<file path="config.mk">
export PLATFORM = sky130hd
export DESIGN_NAME = interrupt_vector_lowpower_ctl
export DESIGN_NICKNAME = d
export VERILOG_FILES = /design/src/irq_lpm_pkg.sv /design/src/interrupt_vector_lowpower_ctl.sv
export VERILOG_INCLUDE_DIRS = /design/src
export SDC_FILE = /design/constraint.sdc
export NUM_CORES = 1
export LEC_CHECK = 0
export BUFFER_PORTS_ARGS = -buffer_cell sky130_fd_sc_hd__buf_2
export CORE_ASPECT_RATIO = 0.6
export CORE_MARGIN = 3
export CORE_UTILIZATION = 42
export DETAILED_ROUTE_END_ITERATION = 16
export PLACE_DENSITY = 0.78
export SKIP_CTS_REPAIR_TIMING = 1
export SYNTH_ARGS = -nofsm -noshare
export SYNTH_HDL_FRONTEND = slang
export SYNTH_SLANG_ARGS = --single-unit
</file>
<file path="constraint.sdc">
create_clock -name CORE_CLK -period 2.5 [get_ports CORE_CLK]
set_input_delay 0.375 -clock CORE_CLK [delete_from_list [all_inputs] [get_ports CORE_CLK]]
set_output_delay 0.375 -clock CORE_CLK [all_outputs]
set_load 0.05 [all_outputs]
</file>
<file path="src/irq_lpm_cfg.svh">
`ifndef IRQ_LPM_CFG_SVH
`define IRQ_LPM_CFG_SVH

// Register offsets of the plain register port (byte addresses).
`define SFR_IE1_ADDR      16'h0000
`define SFR_IE2_ADDR      16'h0001
`define CTL_MODE_ADDR     16'h0010
`define CTL_STATUS_ADDR   16'h0012
`define CTL_SOURCE_ADDR   16'h0014

// Field positions of the enable bytes at addresses zero and one.
`define IE1_WDT_BIT       0
`define IE1_OSC_BIT       1
`define IE1_NMI_BIT       4
`define IE1_ACCV_BIT      5
`define IE1_URX_BIT       6
`define IE1_UTX_BIT       7
`define IE2_BT_BIT        7

// Reset values.
`define IE1_RESET         8'h00
`define IE2_RESET         8'h00

// Vector table.
`define VEC_BASE          16'hFFE0
`define VEC_RESET         16'hFFFE

// Instruction fetch ranges that force a reset.
`define PERIPH_LO         16'h0000
`define PERIPH_HI         16'h01FF
`define UNUSED_LO         16'h0600
`define UNUSED_HI         16'h0BFF

`endif

</file>
<file path="src/irq_lpm_pkg.sv">
package irq_lpm_pkg;

  // Operating modes, ordered from active down to the deepest sleep.
  typedef enum logic [2:0]
  {
    ACTIVE_STATE,
    SLEEP_MODE_ZERO,
    SLEEP_MODE_ONE,
    SLEEP_MODE_TWO,
    SLEEP_MODE_THREE,
    SLEEP_MODE_FOUR
  } op_mode_e;

  // Handshake states toward the CPU core.
  typedef enum logic [1:0]
  {
    IDLE,
    TAKING,
    IN_HANDLER
  } take_state_e;

  typedef logic [15:0] word_t;

endpackage

</file>
<file path="src/interrupt_vector_lowpower_ctl.sv">
// Summary of operation
// - Vectors and start address occupy one word each from FFE0h to FFFFh.
// - Each vector slot holds a 16-bit handler address loaded into the PC.
// - All reset sources use vector FFFEh at top priority 15.
// - External NMI, oscillator fault, flash access violation share FFFCh at 14.
// - Priority-14 sources obey own enables; global enable does not gate them.
// - Mailbox uses FFFAh priority 13; converter uses FFF8h priority 12.
// - Capture channel 0 uses FFECh; channels 1, 2 and overflow share FFEAh.
// - Port 1 pin flags share FFE8h; port 2 pin flags share FFE2h.
// - Instruction fetch from 0h-1FFh or 600h-BFFh forces a reset.
// - Shared vectors keep source flags readable for the handler.
// - Marked sources keep their flags inside the originating peripheral.
// - One active mode and five software-selected low-power modes exist.
// - Interrupt wakes any low-power mode; return restores that mode.
// - In active mode every clock runs.
// - Mode zero halts CPU; auxiliary, sub-main, main and loop control run.
// - Mode one is mode zero with loop control stopped.
// - Mode two stops CPU, main and sub-main clocks, loop, osc output; bias and aux run.
// - Mode three is mode two with the bias generator also off.
// - Mode four stops all clocks, bias generator and the crystal oscillator.
// - Unassigned special-function bits hold no storage; enables sit lowest.
// - Byte 0h holds oscillator, NMI and flash violation enables, reset zero.
//
// Added by the designer: the placing of the registers and the address-and-strobe port.
`timescale 1ns/1ps
`include "irq_lpm_cfg.svh"

module interrupt_vector_lowpower_ctl
  import irq_lpm_pkg::*;
(
  input  wire logic        CORE_CLK,
  input  wire logic        SYS_RST,
  // Register port.
  input  wire logic [15:0] REG_ADDR,
  input  wire logic [7:0]  REG_WDATA,
  input  wire logic        REG_WR,
  input  wire logic        REG_RD,
  output logic      [7:0]  REG_RDATA,
  // Reset sources (same clock domain, one-cycle or level).
  input  wire logic        POWER_UP_EVT,
  input  wire logic        EXT_RESET_REQ,
  input  wire logic        WATCHDOG_EXPIRY_FLAG,
  input  wire logic        FLASH_KEY_VIOLATION_FLAG,
  // Non-maskable group, levels from the peripherals.
  input  wire logic        EXT_NONMASK_REQ_FLAG,
  input  wire logic        OSC_FAULT_FLAG,
  input  wire logic        FLASH_ACCESS_VIOLATION_FLAG,
  // Maskable sources, levels with flags held in their modules.
  input  wire logic        MAILBOX_OUT_FLAG,
  input  wire logic        MAILBOX_IN_FLAG,
  input  wire logic        CONVERTER_OVERFLOW_FLAG,
  input  wire logic        CONVERTER_DONE_FLAG,
  input  wire logic        WATCHDOG_INTERVAL_FLAG,
  input  wire logic        SERIAL_RX_FLAG,
  input  wire logic        SERIAL_TX_FLAG,
  input  wire logic [2:0]  CAPTURE_COMPARE_FLAG,
  input  wire logic        TIMER_OVERFLOW_FLAG,
  input  wire logic [7:0]  PORT1_PIN_FLAGS,
  input  wire logic [7:0]  PORT2_PIN_FLAGS,
  input  wire logic        BASIC_TICK_FLAG,
  // CPU core handshake.
  input  wire logic        GLOBAL_INT_ENABLE,
  input  wire logic        FETCH_VALID,
  input  wire logic [15:0] FETCH_ADDR,
  input  wire logic        IRQ_ACK,
  input  wire logic        IRQ_RETURN,
  output logic             IRQ_REQ,
  output logic [15:0]      VECTOR_ADDR,
  output logic             CPU_RESET,
  // Clock and oscillator gating.
  output logic             CPU_CLK_EN,
  output logic             MAIN_CLK_EN,
  output logic             SUB_MAIN_CLK_EN,
  output logic             AUX_CLK_EN,
  output logic             LOOP_CTL_EN,
  output logic             OSC_CLOCK_OUTPUT_EN,
  output logic             DIGITAL_OSC_BIAS_EN,
  output logic             CRYSTAL_OSC_EN
);

  // Only the implemented enable bits are stored.
  logic        osc_fault_enable_q;
  logic        ext_nonmask_enable_q;
  logic        flash_violation_enable_q;
  logic        wdt_ie_q;
  logic        urx_ie_q;
  logic        utx_ie_q;
  logic        bt_ie_q;
  op_mode_e    mode_q;
  op_mode_e    saved_mode_q;
  take_state_e state_q;
  logic [3:0]  prio_q;
  logic        fetch_rst_q;
  logic [7:0]  rdata_q;

  logic [15:0] pend;
  logic [3:0]  top_prio;
  logic        any_pend;
  logic        fetch_bad;
  logic        reset_evt;

  // Slot address for a priority number.
  function automatic word_t vec_of(input logic [3:0] p);
    vec_of = `VEC_BASE + {11'h000, p, 1'b0};
  endfunction

  // Range test used for both forbidden fetch windows.
  function automatic logic in_range(input word_t a, input word_t lo, input word_t hi);
    in_range = (a >= lo) && (a <= hi);
  endfunction

  // Fetches from register or unused space are treated as a fatal program fault.
  assign fetch_bad = FETCH_VALID && (in_range(FETCH_ADDR, `PERIPH_LO, `PERIPH_HI) ||
                                     in_range(FETCH_ADDR, `UNUSED_LO, `UNUSED_HI));

  assign reset_evt = POWER_UP_EVT | EXT_RESET_REQ | WATCHDOG_EXPIRY_FLAG |
                     FLASH_KEY_VIOLATION_FLAG | fetch_rst_q;

  // Pending vector lines; unassigned slots 11, 7, 3 and 2 stay zero.
  always_comb
  begin
    pend     = 16'h0000;
    pend[15] = reset_evt;
    // Own enables gate this group; the global enable deliberately does not.
    pend[14] = (EXT_NONMASK_REQ_FLAG & ext_nonmask_enable_q) |
               (OSC_FAULT_FLAG & osc_fault_enable_q) |
               (FLASH_ACCESS_VIOLATION_FLAG & flash_violation_enable_q);
    pend[13] = GLOBAL_INT_ENABLE & (MAILBOX_OUT_FLAG | MAILBOX_IN_FLAG);
    pend[12] = GLOBAL_INT_ENABLE & (CONVERTER_OVERFLOW_FLAG | CONVERTER_DONE_FLAG);
    pend[10] = GLOBAL_INT_ENABLE & WATCHDOG_INTERVAL_FLAG & wdt_ie_q;
    pend[9]  = GLOBAL_INT_ENABLE & SERIAL_RX_FLAG & urx_ie_q;
    pend[8]  = GLOBAL_INT_ENABLE & SERIAL_TX_FLAG & utx_ie_q;
    pend[6]  = GLOBAL_INT_ENABLE & CAPTURE_COMPARE_FLAG[0];
    pend[5]  = GLOBAL_INT_ENABLE & (|CAPTURE_COMPARE_FLAG[2:1] | TIMER_OVERFLOW_FLAG);
    pend[4]  = GLOBAL_INT_ENABLE & (|PORT1_PIN_FLAGS);
    pend[1]  = GLOBAL_INT_ENABLE & (|PORT2_PIN_FLAGS);
    pend[0]  = GLOBAL_INT_ENABLE & BASIC_TICK_FLAG & bt_ie_q;
  end

  // Fixed-priority encoder: the highest set bit wins.
  always_comb
  begin
    top_prio = 4'h0;
    any_pend = 1'b0;
    for (int i = 0; i < 16; i++)
    begin
      if (pend[i])
      begin
        top_prio = 4'(i);
        any_pend = 1'b1;
      end
    end
  end

  // Bad-fetch detection is registered so the reset is clean of fetch glitches.
  always_ff @(posedge CORE_CLK or posedge SYS_RST)
  begin
    if (SYS_RST)
      fetch_rst_q <= 1'b0;
    else
      fetch_rst_q <= fetch_bad;
  end

  // Special-function enable bytes.
  always_ff @(posedge CORE_CLK or posedge SYS_RST)
  begin
    if (SYS_RST)
    begin
      osc_fault_enable_q       <= 1'b0;
      ext_nonmask_enable_q     <= 1'b0;
      flash_violation_enable_q <= 1'b0;
      wdt_ie_q                 <= 1'b0;
      urx_ie_q                 <= 1'b0;
      utx_ie_q                 <= 1'b0;
      bt_ie_q                  <= 1'b0;
    end
    else if (reset_evt)
    begin
      osc_fault_enable_q       <= 1'b0;
      ext_nonmask_enable_q     <= 1'b0;
      flash_violation_enable_q <= 1'b0;
      wdt_ie_q                 <= 1'b0;
      urx_ie_q                 <= 1'b0;
      utx_ie_q                 <= 1'b0;
      bt_ie_q                  <= 1'b0;
    end
    else if (REG_WR && REG_ADDR == `SFR_IE1_ADDR)
    begin
      wdt_ie_q                 <= REG_WDATA[`IE1_WDT_BIT];
      osc_fault_enable_q       <= REG_WDATA[`IE1_OSC_BIT];
      ext_nonmask_enable_q     <= REG_WDATA[`IE1_NMI_BIT];
      flash_violation_enable_q <= REG_WDATA[`IE1_ACCV_BIT];
      urx_ie_q                 <= REG_WDATA[`IE1_URX_BIT];
      utx_ie_q                 <= REG_WDATA[`IE1_UTX_BIT];
    end
    else if (REG_WR && REG_ADDR == `SFR_IE2_ADDR)
      bt_ie_q <= REG_WDATA[`IE2_BT_BIT];
  end

  // Take handshake: request, acknowledge, then wait for return from handler.
  always_ff @(posedge CORE_CLK or posedge SYS_RST)
  begin
    if (SYS_RST)
    begin
      state_q <= IDLE;
      prio_q  <= 4'h0;
    end
    else if (reset_evt)
    begin
      state_q <= IDLE;
      prio_q  <= 4'hF;
    end
    else
    begin
      case (state_q)
        IDLE:
          if (any_pend)
          begin
            state_q <= TAKING;
            prio_q  <= top_prio;
          end
        TAKING:
          if (IRQ_ACK)
            state_q <= IN_HANDLER;
          else if (!any_pend)
            state_q <= IDLE;
          else
            prio_q <= top_prio; // A higher request may overtake before the ack.
        IN_HANDLER:
          if (IRQ_RETURN)
            state_q <= IDLE;
        default:
          state_q <= IDLE;
      endcase
    end
  end

  // Mode register with save on wake and restore on return.
  always_ff @(posedge CORE_CLK or posedge SYS_RST)
  begin
    if (SYS_RST)
    begin
      mode_q       <= ACTIVE_STATE;
      saved_mode_q <= ACTIVE_STATE;
    end
    else if (reset_evt)
    begin
      mode_q       <= ACTIVE_STATE;
      saved_mode_q <= ACTIVE_STATE;
    end
    else if (state_q == TAKING && IRQ_ACK)
    begin
      saved_mode_q <= mode_q;
      mode_q       <= ACTIVE_STATE;
    end
    else if (state_q == IN_HANDLER && IRQ_RETURN)
      mode_q <= saved_mode_q;
    else if (REG_WR && REG_ADDR == `CTL_MODE_ADDR && REG_WDATA[2:0] <= 3'h5)
      mode_q <= op_mode_e'(REG_WDATA[2:0]);
  end

  // Read data stands in the cycle after the read strobe only.
  always_ff @(posedge CORE_CLK or posedge SYS_RST)
  begin
    if (SYS_RST)
      rdata_q <= 8'h00;
    else if (!REG_RD)
      rdata_q <= 8'h00;
    else if (REG_ADDR == `SFR_IE1_ADDR)
      rdata_q <= {utx_ie_q, urx_ie_q, flash_violation_enable_q, ext_nonmask_enable_q,
                  2'b00, osc_fault_enable_q, wdt_ie_q};
    else if (REG_ADDR == `SFR_IE2_ADDR)
      rdata_q <= {bt_ie_q, 7'h00};
    else if (REG_ADDR == `CTL_MODE_ADDR)
      rdata_q <= {5'h00, mode_q};
    else if (REG_ADDR == `CTL_STATUS_ADDR)
      rdata_q <= {2'b00, state_q, prio_q};
    else if (REG_ADDR == `CTL_SOURCE_ADDR)
      rdata_q <= {1'b0, FLASH_ACCESS_VIOLATION_FLAG, OSC_FAULT_FLAG, EXT_NONMASK_REQ_FLAG,
                  MAILBOX_OUT_FLAG, MAILBOX_IN_FLAG, CONVERTER_OVERFLOW_FLAG,
                  CONVERTER_DONE_FLAG};
    else
      rdata_q <= 8'h00;
  end

  assign REG_RDATA = rdata_q;

  // Vector presented to the core; the handler address is fetched from it.
  always_ff @(posedge CORE_CLK or posedge SYS_RST)
  begin
    if (SYS_RST)
      VECTOR_ADDR <= `VEC_RESET;
    else if (reset_evt)
      VECTOR_ADDR <= `VEC_RESET;
    else if (state_q == IDLE && any_pend)
      VECTOR_ADDR <= vec_of(top_prio);
    else if (state_q == TAKING && any_pend)
      VECTOR_ADDR <= vec_of(top_prio);
  end

  assign IRQ_REQ   = (state_q == TAKING);
  assign CPU_RESET = reset_evt;

  // Clock gating per mode; a deeper mode never re-enables what a lighter one stopped.
  always_comb
  begin
    CPU_CLK_EN          = 1'b1;
    MAIN_CLK_EN         = 1'b1;
    SUB_MAIN_CLK_EN     = 1'b1;
    AUX_CLK_EN          = 1'b1;
    LOOP_CTL_EN         = 1'b1;
    OSC_CLOCK_OUTPUT_EN = 1'b1;
    DIGITAL_OSC_BIAS_EN = 1'b1;
    CRYSTAL_OSC_EN      = 1'b1;
    case (mode_q)
      ACTIVE_STATE:
        CPU_CLK_EN = 1'b1;
      SLEEP_MODE_ZERO:
        CPU_CLK_EN = 1'b0;
      SLEEP_MODE_ONE:
      begin
        CPU_CLK_EN  = 1'b0;
        LOOP_CTL_EN = 1'b0;
      end
      SLEEP_MODE_TWO:
      begin
        CPU_CLK_EN          = 1'b0;
        MAIN_CLK_EN         = 1'b0;
        SUB_MAIN_CLK_EN     = 1'b0;
        LOOP_CTL_EN         = 1'b0;
        OSC_CLOCK_OUTPUT_EN = 1'b0;
      end
      SLEEP_MODE_THREE:
      begin
        CPU_CLK_EN          = 1'b0;
        MAIN_CLK_EN         = 1'b0;
        SUB_MAIN_CLK_EN     = 1'b0;
        LOOP_CTL_EN         = 1'b0;
        OSC_CLOCK_OUTPUT_EN = 1'b0;
        DIGITAL_OSC_BIAS_EN = 1'b0;
      end
      SLEEP_MODE_FOUR:
      begin
        CPU_CLK_EN          = 1'b0;
        MAIN_CLK_EN         = 1'b0;
        SUB_MAIN_CLK_EN     = 1'b0;
        AUX_CLK_EN          = 1'b0;
        LOOP_CTL_EN         = 1'b0;
        OSC_CLOCK_OUTPUT_EN = 1'b0;
        DIGITAL_OSC_BIAS_EN = 1'b0;
        CRYSTAL_OSC_EN      = 1'b0;
      end
      default:
        CPU_CLK_EN = 1'b1;
    endcase
  end

endmodule

</file>
======== Word level (Yosys, flattened, before mapping) ========
Cells that the tools add are included.
operators by class
  bitwise gates (word level) .............. 26
  multiplexer cells ....................... 68
  $lt $le $gt $ge ......................... 5
  add/sub/neg operators ................... 1
  equal/unequal tests ..................... 16
  reduce and logical (&&, ||, !) cells .... 30
operator list
  operator                                                                                count
  4-bit two-way mux                                                                       13
  16-bit by 5-bit == test with 1-bit output (second input constant)                       3
  16-bit two-way mux                                                                      3
  1-bit two-way mux                                                                       33
  8-bit two-way mux                                                                       3
  7-bit two-way mux                                                                       3
  3-bit two-way mux                                                                       6
  1-bit bitwise AND                                                                       17
  16-bit by 1-bit == test with 1-bit output (second input constant)                       1
  16-bit by 1-bit greater-or-equal comparator with 1-bit output (second input constant)   1
  16-bit by 11-bit greater-or-equal comparator with 1-bit output (second input constant)  1
  16-bit by 12-bit less-or-equal comparator with 1-bit output (second input constant)     1
  16-bit by 9-bit less-or-equal comparator with 1-bit output (second input constant)      1
  16-bit logical NOT                                                                      1
  8-bit OR reduction                                                                      2
  1-bit logical AND                                                                       11
  2-bit two-way mux                                                                       5
  1-bit bitwise OR                                                                        9
  4-bit one-hot mux with 2 select lines                                                   1
  6-bit by 6-bit adder with 7-bit output (first input constant)                           1
  3-bit by 2-bit == test with 1-bit output (second input constant)                        2
  3-bit == test (second input constant)                                                   2
  3-bit inequality test (second input constant)                                           2
  2-bit one-hot mux with 3 select lines                                                   1
  18 further kinds                                                                        23
word-level totals
  bits of input ports ..................... 83
  register bits ........................... 44
  output and inout port bits .............. 34
  logic and storage cells ................. 160

======== Longest topological paths before layout ========
Gate-level depths: netlist (run 1).
  word-level depth ........................ 18
  depth in mapped cells ................... 7
  gate-level depth less buffers ........... 6

======== Least setup slack after synthesis (run 1) ========
OpenSTA, ideal clock, no wires.
  kind .................................... reg-to-output
  from .................................... reg mode_q[2]
  to ...................................... out OSC_CLOCK_OUTPUT_EN
  path buffers ............................ 1
  arrival time ............................ 1.767 ns
  path slack .............................. 0.358 ns
  stages on the path, launching flop included .. 4
  required time ........................... 2.125 ns
  cells stage by stage .................... dfrtp_1 nor2b_1 a21oi_1 buf_4
between the ends
  cells in the longest elaborated chain, start to end .. 3
  elaborated cells on any way between the ends .. 5
  classes of those cells .................. eq/ne: 3; mux: 1; reduce/logical: 1
ends and longest elaborated chain
  what                                                                       RTL line                              RTL
  start: declaration                                                         interrupt_vector_lowpower_ctl.sv:89   op_mode_e mode_q;
  start signal: assignment                                                   interrupt_vector_lowpower_ctl.sv:257  mode_q <= saved_mode_q;
  start signal: assignment                                                   interrupt_vector_lowpower_ctl.sv:259  mode_q <= op_mode_e'(REG_WDATA[2:0]);
  3-bit == test or 3-bit by 2-bit == test with 1-bit output (tied branches)  --
  3-bit OR reduction (no source line) *                                      --
  1-bit two-way mux *                                                        --
  end: declaration                                                           interrupt_vector_lowpower_ctl.sv:76   output logic OSC_CLOCK_OUTPUT_EN,
Mark *: on every way between the ends. The rest lies on a longest branch, timed or not.

======== Final worst setup path (run 1) ========
  from .................................... reg ext_nonmask_enable_q
  to ...................................... reg state_q[0]
between the ends
  cells in the longest elaborated chain, start to end .. 7
  elaborated cells on any way between the ends .. 8
  classes of those cells .................. eq/ne: 2; mux: 2; bitwise: 3; reduce/logical: 1
ends and longest elaborated chain
  what                                                                             RTL line                              RTL
  start: declaration                                                               interrupt_vector_lowpower_ctl.sv:83   logic ext_nonmask_enable_q;
  start signal: assignment                                                         interrupt_vector_lowpower_ctl.sv:191  ext_nonmask_enable_q <= REG_WDATA[`IE1_NMI_BIT];
  1-bit bitwise AND *                                                              interrupt_vector_lowpower_ctl.sv:125  pend[14] = (EXT_NONMASK_REQ_FLAG & ext_nonmask_enable_q) |
  1-bit bitwise OR *                                                               interrupt_vector_lowpower_ctl.sv:125
  1-bit bitwise OR *                                                               interrupt_vector_lowpower_ctl.sv:126  (OSC_FAULT_FLAG & osc_fault_enable_q) |
  1-bit two-way mux * (2 in series)                                                interrupt_vector_lowpower_ctl.sv:147  if (pend[i])
  4-bit inequality test (no source line) or 3-bit inequality test (tied branches)  --
  3-bit AND reduction (no source line) *                                           --
  end signal: assignment                                                           interrupt_vector_lowpower_ctl.sv:205  state_q <= IDLE;
  end signal: assignment                                                           interrupt_vector_lowpower_ctl.sv:210  state_q <= IDLE;
  end signal: assignment                                                           interrupt_vector_lowpower_ctl.sv:219  state_q <= TAKING;
  end: declaration                                                                 interrupt_vector_lowpower_ctl.sv:91   take_state_e state_q;
Marked as above.
A chain may end at the register's enable or synchronous reset.

==> results.cfg, run 1 <==
[outcome]
outcome = completed

[global_routing]
grt_use_total_pct = 19.4
grt-ovfl-total = 0
grt_start_max_net_pins = 33
grt_pass1_wl_um = 8400
grt_antenna_before_repair = 0
grt_pass1_vias = 1809

[pwr]
clockPowerShare_pct = 36.0
ir_drop_mv = 0.222
power_density_nw_per_um2 = 447
total_power_mw = 1.14
p_int_mw = 0.812
swShare_pct = 28.5
comb_power_share_pct = 17.7
power_switching_mw = 0.324
p_leak_nw = 1.24
p_seq_share_pct = 46.3

[timing]
layout_min_cycle_time_ps = 1980
finalClockSkew_ps = 6.25
rsz0062_at_grt = false
period_share_pct = 79.2
hold_viol = 0
slew_headroom_pct = 53.5
maxSlewViolCount = 0
fmax_mhz = 505
setup_viol = 0
tightest_slew_ps = 698
fin_setup_tns_ps = 0

[logic_synthesis]
yosysWarningCount = 0
synth_ff_type = dfrtp_1
synth_area_leader_cell = dfrtp_1
avgSynthCellArea_um2 = 9.42
synthMuxAreaShare_pct = 11.3
synth_seq_area_share_pct = 40.6
ys_seq_elements = 32
synth_cell_types = 49
async_flop_share_pct = 100
syn_area_um2 = 1990
synth_edf_count = 0
synthTopCellsByArea = dfrtp_1 (35%), mux2i_1 (9.6%), buf_4 (5.7%), nor2_1 (5.5%), dfstp_2 (5.3%)
yosys.area_share.simple_pct = 23.8
synthXorXnorAreaFrac_pct = 0.441
synth_top_family_by_area = simple AND/OR/NAND/NOR gates
synthAdderAreaFrac_pct = 0
synth-compound-area-share_pct = 15.1
syn_inst = 211
synth_top_area_share_pct = 35.3

[drt]
drt_iter0_drc = 153
drcViolationCount = 0
first_pass_iters = 4
vias = 1876
wire_per_inst_um = 14.7
vias_per_cell = 5.15
wl_um = 5340
ant_nets = 0

[critical_path]
path_class = reg2reg
critPathSlowestCell = a222oi_1
end_kind = flop
worstPathArrival_ps = 2150
cpPeakStageDelay_ps = 670
crit_family = compound AO/OA/AOI/OAI gates
worstPathMaxFanout = 4
cp_cell_sequence = a222oi_1 > o211ai_1 > nand2_1 > o21ai_2 > and2_1
critPathBufInv = 0
required_ps = 2670
startpoint_type = flop

[clock_tree]
cts_tree = done
htree_levels = 2
clk_latency_ps = 280
cts-root-buf = clkbuf_8
clk_pin_slew_ps = 60
cts_buffers = 5
ctsLongestPathBuffers = 2
cts.sinks = 32

[layout]
multi_input_area_um2 = 1050
drive_gt1_share_pct = 39.8
final_cell_mix = buf_2 (94), nor2_1 (29), dfrtp_1 (28), nand2_1 (19), mux2i_1 (19)
fin_util_pct = 58.7
antenna_cells = 0
layout_commonest_cell = buf_2
seqCellArea_um2 = 806
nFillCells = 408
nets = 386
final_cell_count_no_fill = 364
syn2layout_area_growth_pct = 27.8

[floorplan]
die_x_um = 94.8
die-height_um = 59.3
num_rows = 18
initial_core_util_pct = 45.9
core_um2 = 4320
io_pins = 117
dieArea_um2 = 5620

[placement]
gp_congestion = 0.919
dp_cells = 356
io_buffers = 94
place_hpwl_um = 4330

[worst_hold_path]
min_path_type = in2async

[run]
drv_cap = 0
## stage by stage
step | hold slack [ps] | area, um^2 | setup slack [ps]
final | 164 | 2540 | 520
after global routing | 220 | 2540 | 392
after CTS | 171 | 2540 | 553
after detailed placement | 481 | 2450 | 465
after global placement | 476 | 2450 | 501
after floorplan | 469 | 2020 | 358
## metal layers
layer | global-route usage (%) | wire, um
met1 | 27.2 | 2400
met2 | 30.1 | 2360
met3 | 5.71 | 563
met4 | 3.90 | 19
met5 | 0 | 0
## tightest hold or removal path, cell delays in order
cell and delay [ps]:
buf_2 90, inv_1 40, buf_4 360
## layout make-up
type                            instances  area share [%]
Inverter                                8            1.18
Clock inverter                          2           0.394
Multi-Input combinational cell        160            41.4
Timing Repair Buffer                   96            19.1
Tap cell                               60            2.96
Sequential cell                        32            31.7
Clock buffer                            6            3.25
## registers in the layout (all words and copies together) (netlist names)
signal / count
REG_RDATA: 8
VECTOR_ADDR: 4
prio_q: 4
mode_q: 3
saved_mode_q: 3
state_q: 2
bt_ie_q: 1
ext_nonmask_enable_q: 1
fetch_rst_q: 1
flash_violation_enable_q: 1
osc_fault_enable_q: 1
urx_ie_q: 1
utx_ie_q: 1
wdt_ie_q: 1
## cells in the mapped netlist, types with 4 or more instances
| cell | number |
|---|---|
| mux2i_1 | 19 |
| inv_1 | 8 |
| and2_1 | 4 |
| dfrtp_1 | 28 |
| buf_4 | 15 |
| nor3_1 | 4 |
| o21ai_0 | 7 |
| nor2b_1 | 9 |
| nand2_1 | 19 |
| a21oi_1 | 9 |
| nor2_1 | 29 |
| dfstp_2 | 4 |
## path summary, 6_finish.rpt
| check | from | end | slack [ps] | cells after the start |
|---|---|---|---|---|
| min reg2reg | saved_mode_q[1] | saved_mode_q[1] | 530 | 2 |
| min | SYS_RST | saved_mode_q[2] | 160 | 3 |
| max reg2reg | ext_nonmask_enable_q | state_q[0] | 520 | 5 |
| min in group CORE_CLK | FETCH_VALID | fetch_rst_q | 320 | 2 |
| max | ext_nonmask_enable_q | state_q[0] | 520 | 5 |
| max in group asynchronous | SYS_RST | VECTOR_ADDR[3] | 2010 | 3 |
## kinds of logic (layout without fill, tap and decap cells)
group,after synthesis,after routing
AO/OA/AOI/OAI,39,39
multiplexers,22,22
other,2,12
XOR/XNOR,1,1
buffers and inverters,29,112
AND/OR/NAND/NOR,86,86
flip-flops,32,32
## power groups by stage
stage	Clock (mW)	Sequential (mW)	Combinational, mW
final	0.409	0.526	0.201
after global routing	0.449	0.526	0.218
after CTS	0.422	0.525	0.200
after detailed placement	0	0.535	0.200
after global placement	0	0.535	0.196
after floorplan	0	0.538	0.127
No activity file was read; power rests on OpenSTA's default activity.
==> run 2: changes to the inputs <==
- clock period: 2.5 -> 1.95 ns (I/O delays scaled with it)
==> run 2 against run 1 <==
  * Hold slack got worse by 82 ps
  * Register-to-register slack lost 240 ps
  * Critical path depth stayed put
  * Utilization up 2.1 points
  * First-iteration DRC count is 27% lower
  * Sequential power increased by 28%
  * Clock power is 69% higher
  * Routed wire length shrank 0.17%
  * Largest power group is now the clock network
  * Final cell count is 1.9% higher
  * Count of clock-buffer cells in the layout rose by 1
==> results.cfg, run 2 (same netlist as run 1, synthesis figures left out) <==
[placement]
dp_cells = 363
gp_congestion = 0.932
place_hpwl_um = 4320
io_buffers = 94
post-place-ws_ps = 45.4

[timing]
hold_viol = 0
layout_min_cycle_time_ps = 1700
rsz0062_at_grt = false
maxSlewViolCount = 0
setup_viol = 0
period_share_pct = 87.1
finalHoldWorstSlack_ps = 81.4
fmax_mhz = 589
timing.final.ws_setup_ps = 251
finalClockSkew_ps = 4.54
fin_setup_tns_ps = 0

[critical_path]
path_depth = 5
crit_start = fetch_rst_q
path_class = reg2out
ff2ff_setup_slack_ps = 280
critPathBufInv = 3
worstPathArrival_ps = 1410
r2r_end = state_q[0]
reg2regPathDepth = 6
endpoint = CPU_RESET
required_ps = 1660
worstPathMaxFanout = 19
cpPeakStageDelay_ps = 320
cp_cell_sequence = nor2_1 > and2_1 > inv_1 > buf_4 > buf_2
critPathSlowestCell = dfrtp_1
crit_family = buffers and inverters
rr_startpoint = ext_nonmask_enable_q
startpoint_type = flop
end_kind = primary output

[drt]
wire_per_inst_um = 14.4
vias_per_cell = 5.15
ant_nets = 0
drt_iter0_drc = 111
first_pass_iters = 4
wl_um = 5330
vias = 1912
drcViolationCount = 0

[layout]
final_cell_count_no_fill = 371
multi_input_area_um2 = 1050
fin_util_pct = 60.8
seqCellArea_um2 = 806
syn2layout_area_growth_pct = 32.4
nFillCells = 389
layout_commonest_cell = buf_2
antenna_cells = 0
largest_register_ffs = 8
nets = 393
drive_gt1_share_pct = 41.5
final_cell_mix = buf_2 (94), nor2_1 (29), dfrtp_1 (28), nand2_1 (19), mux2i_1 (19)

[floorplan]
die_x_um = 94.8
io_pins = 117
die-height_um = 59.3
initial_core_util_pct = 45.9
dieArea_um2 = 5620
num_rows = 18
core_um2 = 4320

[global_routing]
grt_pass1_wl_um = 8510
grt_use_total_pct = 19.7
grt-ovfl-total = 0
grt_antenna_before_repair = 0
grt_start_max_net_pins = 33
grt_pass1_vias = 1863

[clock_tree]
clk_pin_slew_ps = 70
ctsLongestPathBuffers = 2
cts_tree = done
cts.sinks = 32
cts-root-buf = clkbuf_8
clk_latency_ps = 280
htree_levels = 2
cts_buffers = 5

[run]
drv_cap = 0

[worst_hold_path]
min_path_type = in2async

[pwr]
p_leak_nw = 1.29
power_density_nw_per_um2 = 618
ir_drop_mv = 0.330

[outcome]
outcome = completed
## run 2: cell types whose count changed in the layout (fill, tap and decap cells not counted), sizes merged
| cell | change |
|---|---|
| clkinv | -2 |
| clkbuf | +1 |
| buf | +7 |
| bufinv | +1 |
## run 2: power by group
part | total [mW] | internal (mW) | leakage, nW | switching [mW]
sequential | 0.674 | 0.669 | 0.413 | 0.00437
clock | 0.691 | 0.451 | 0.0645 | 0.241
combinational | 0.260 | 0.0928 | 0.809 | 0.167
## run 2: per-stage QoR
| stage | instance area, um^2 | power (mW) |
|---|---|---|
| 2_1_floorplan | 2030 | 0.853 |
| 4_1_cts | 2630 | 1.64 |
| 3_5_place_dp | 2500 | 0.944 |
| 5_1_grt | 2630 | 1.70 |
| 3_3_place_gp | 2500 | 0.940 |
| 6_report | 2630 | 1.63 |
## run 2: worst min path at each step
stage,to,slack (ps),depth (start not counted)
global route,osc_fault_enable_q,140,3
detailed placement,saved_mode_q[2],400,3
global placement,saved_mode_q[2],390,3
finish,fetch_rst_q,80,3
CTS,prio_q[1],100,3
floorplan,REG_RDATA[0],410,1
## run 2: tightest hold or removal path, cell delays in order
cell and delay, ps:
buf_2 90, inv_1 40, buf_4 350
## run 2: cell type report
cell class / instances / area share (%)
timing repair buffer: 103 / 20.5
tap: 60 / 2.85
sequential: 32 / 30.6
clock inverter: 1 / 1.14
multi-input combinational: 160 / 40.1
clock buffer: 7 / 3.66
inverter: 8 / 1.14
## run 2: metal layers
| metal | global-route usage [%] | share of wire, % | up-vias |
|---|---|---|---|
| met5 | 0 | 0 | - |
| li1 | - | - | 929 |
| met1 | 27.0 | 44 | 888 |
| met2 | 31.9 | 44 | 92 |
| met4 | 3.70 | 0.39 | 0 |
| met3 | 5.20 | 11 | 3 |
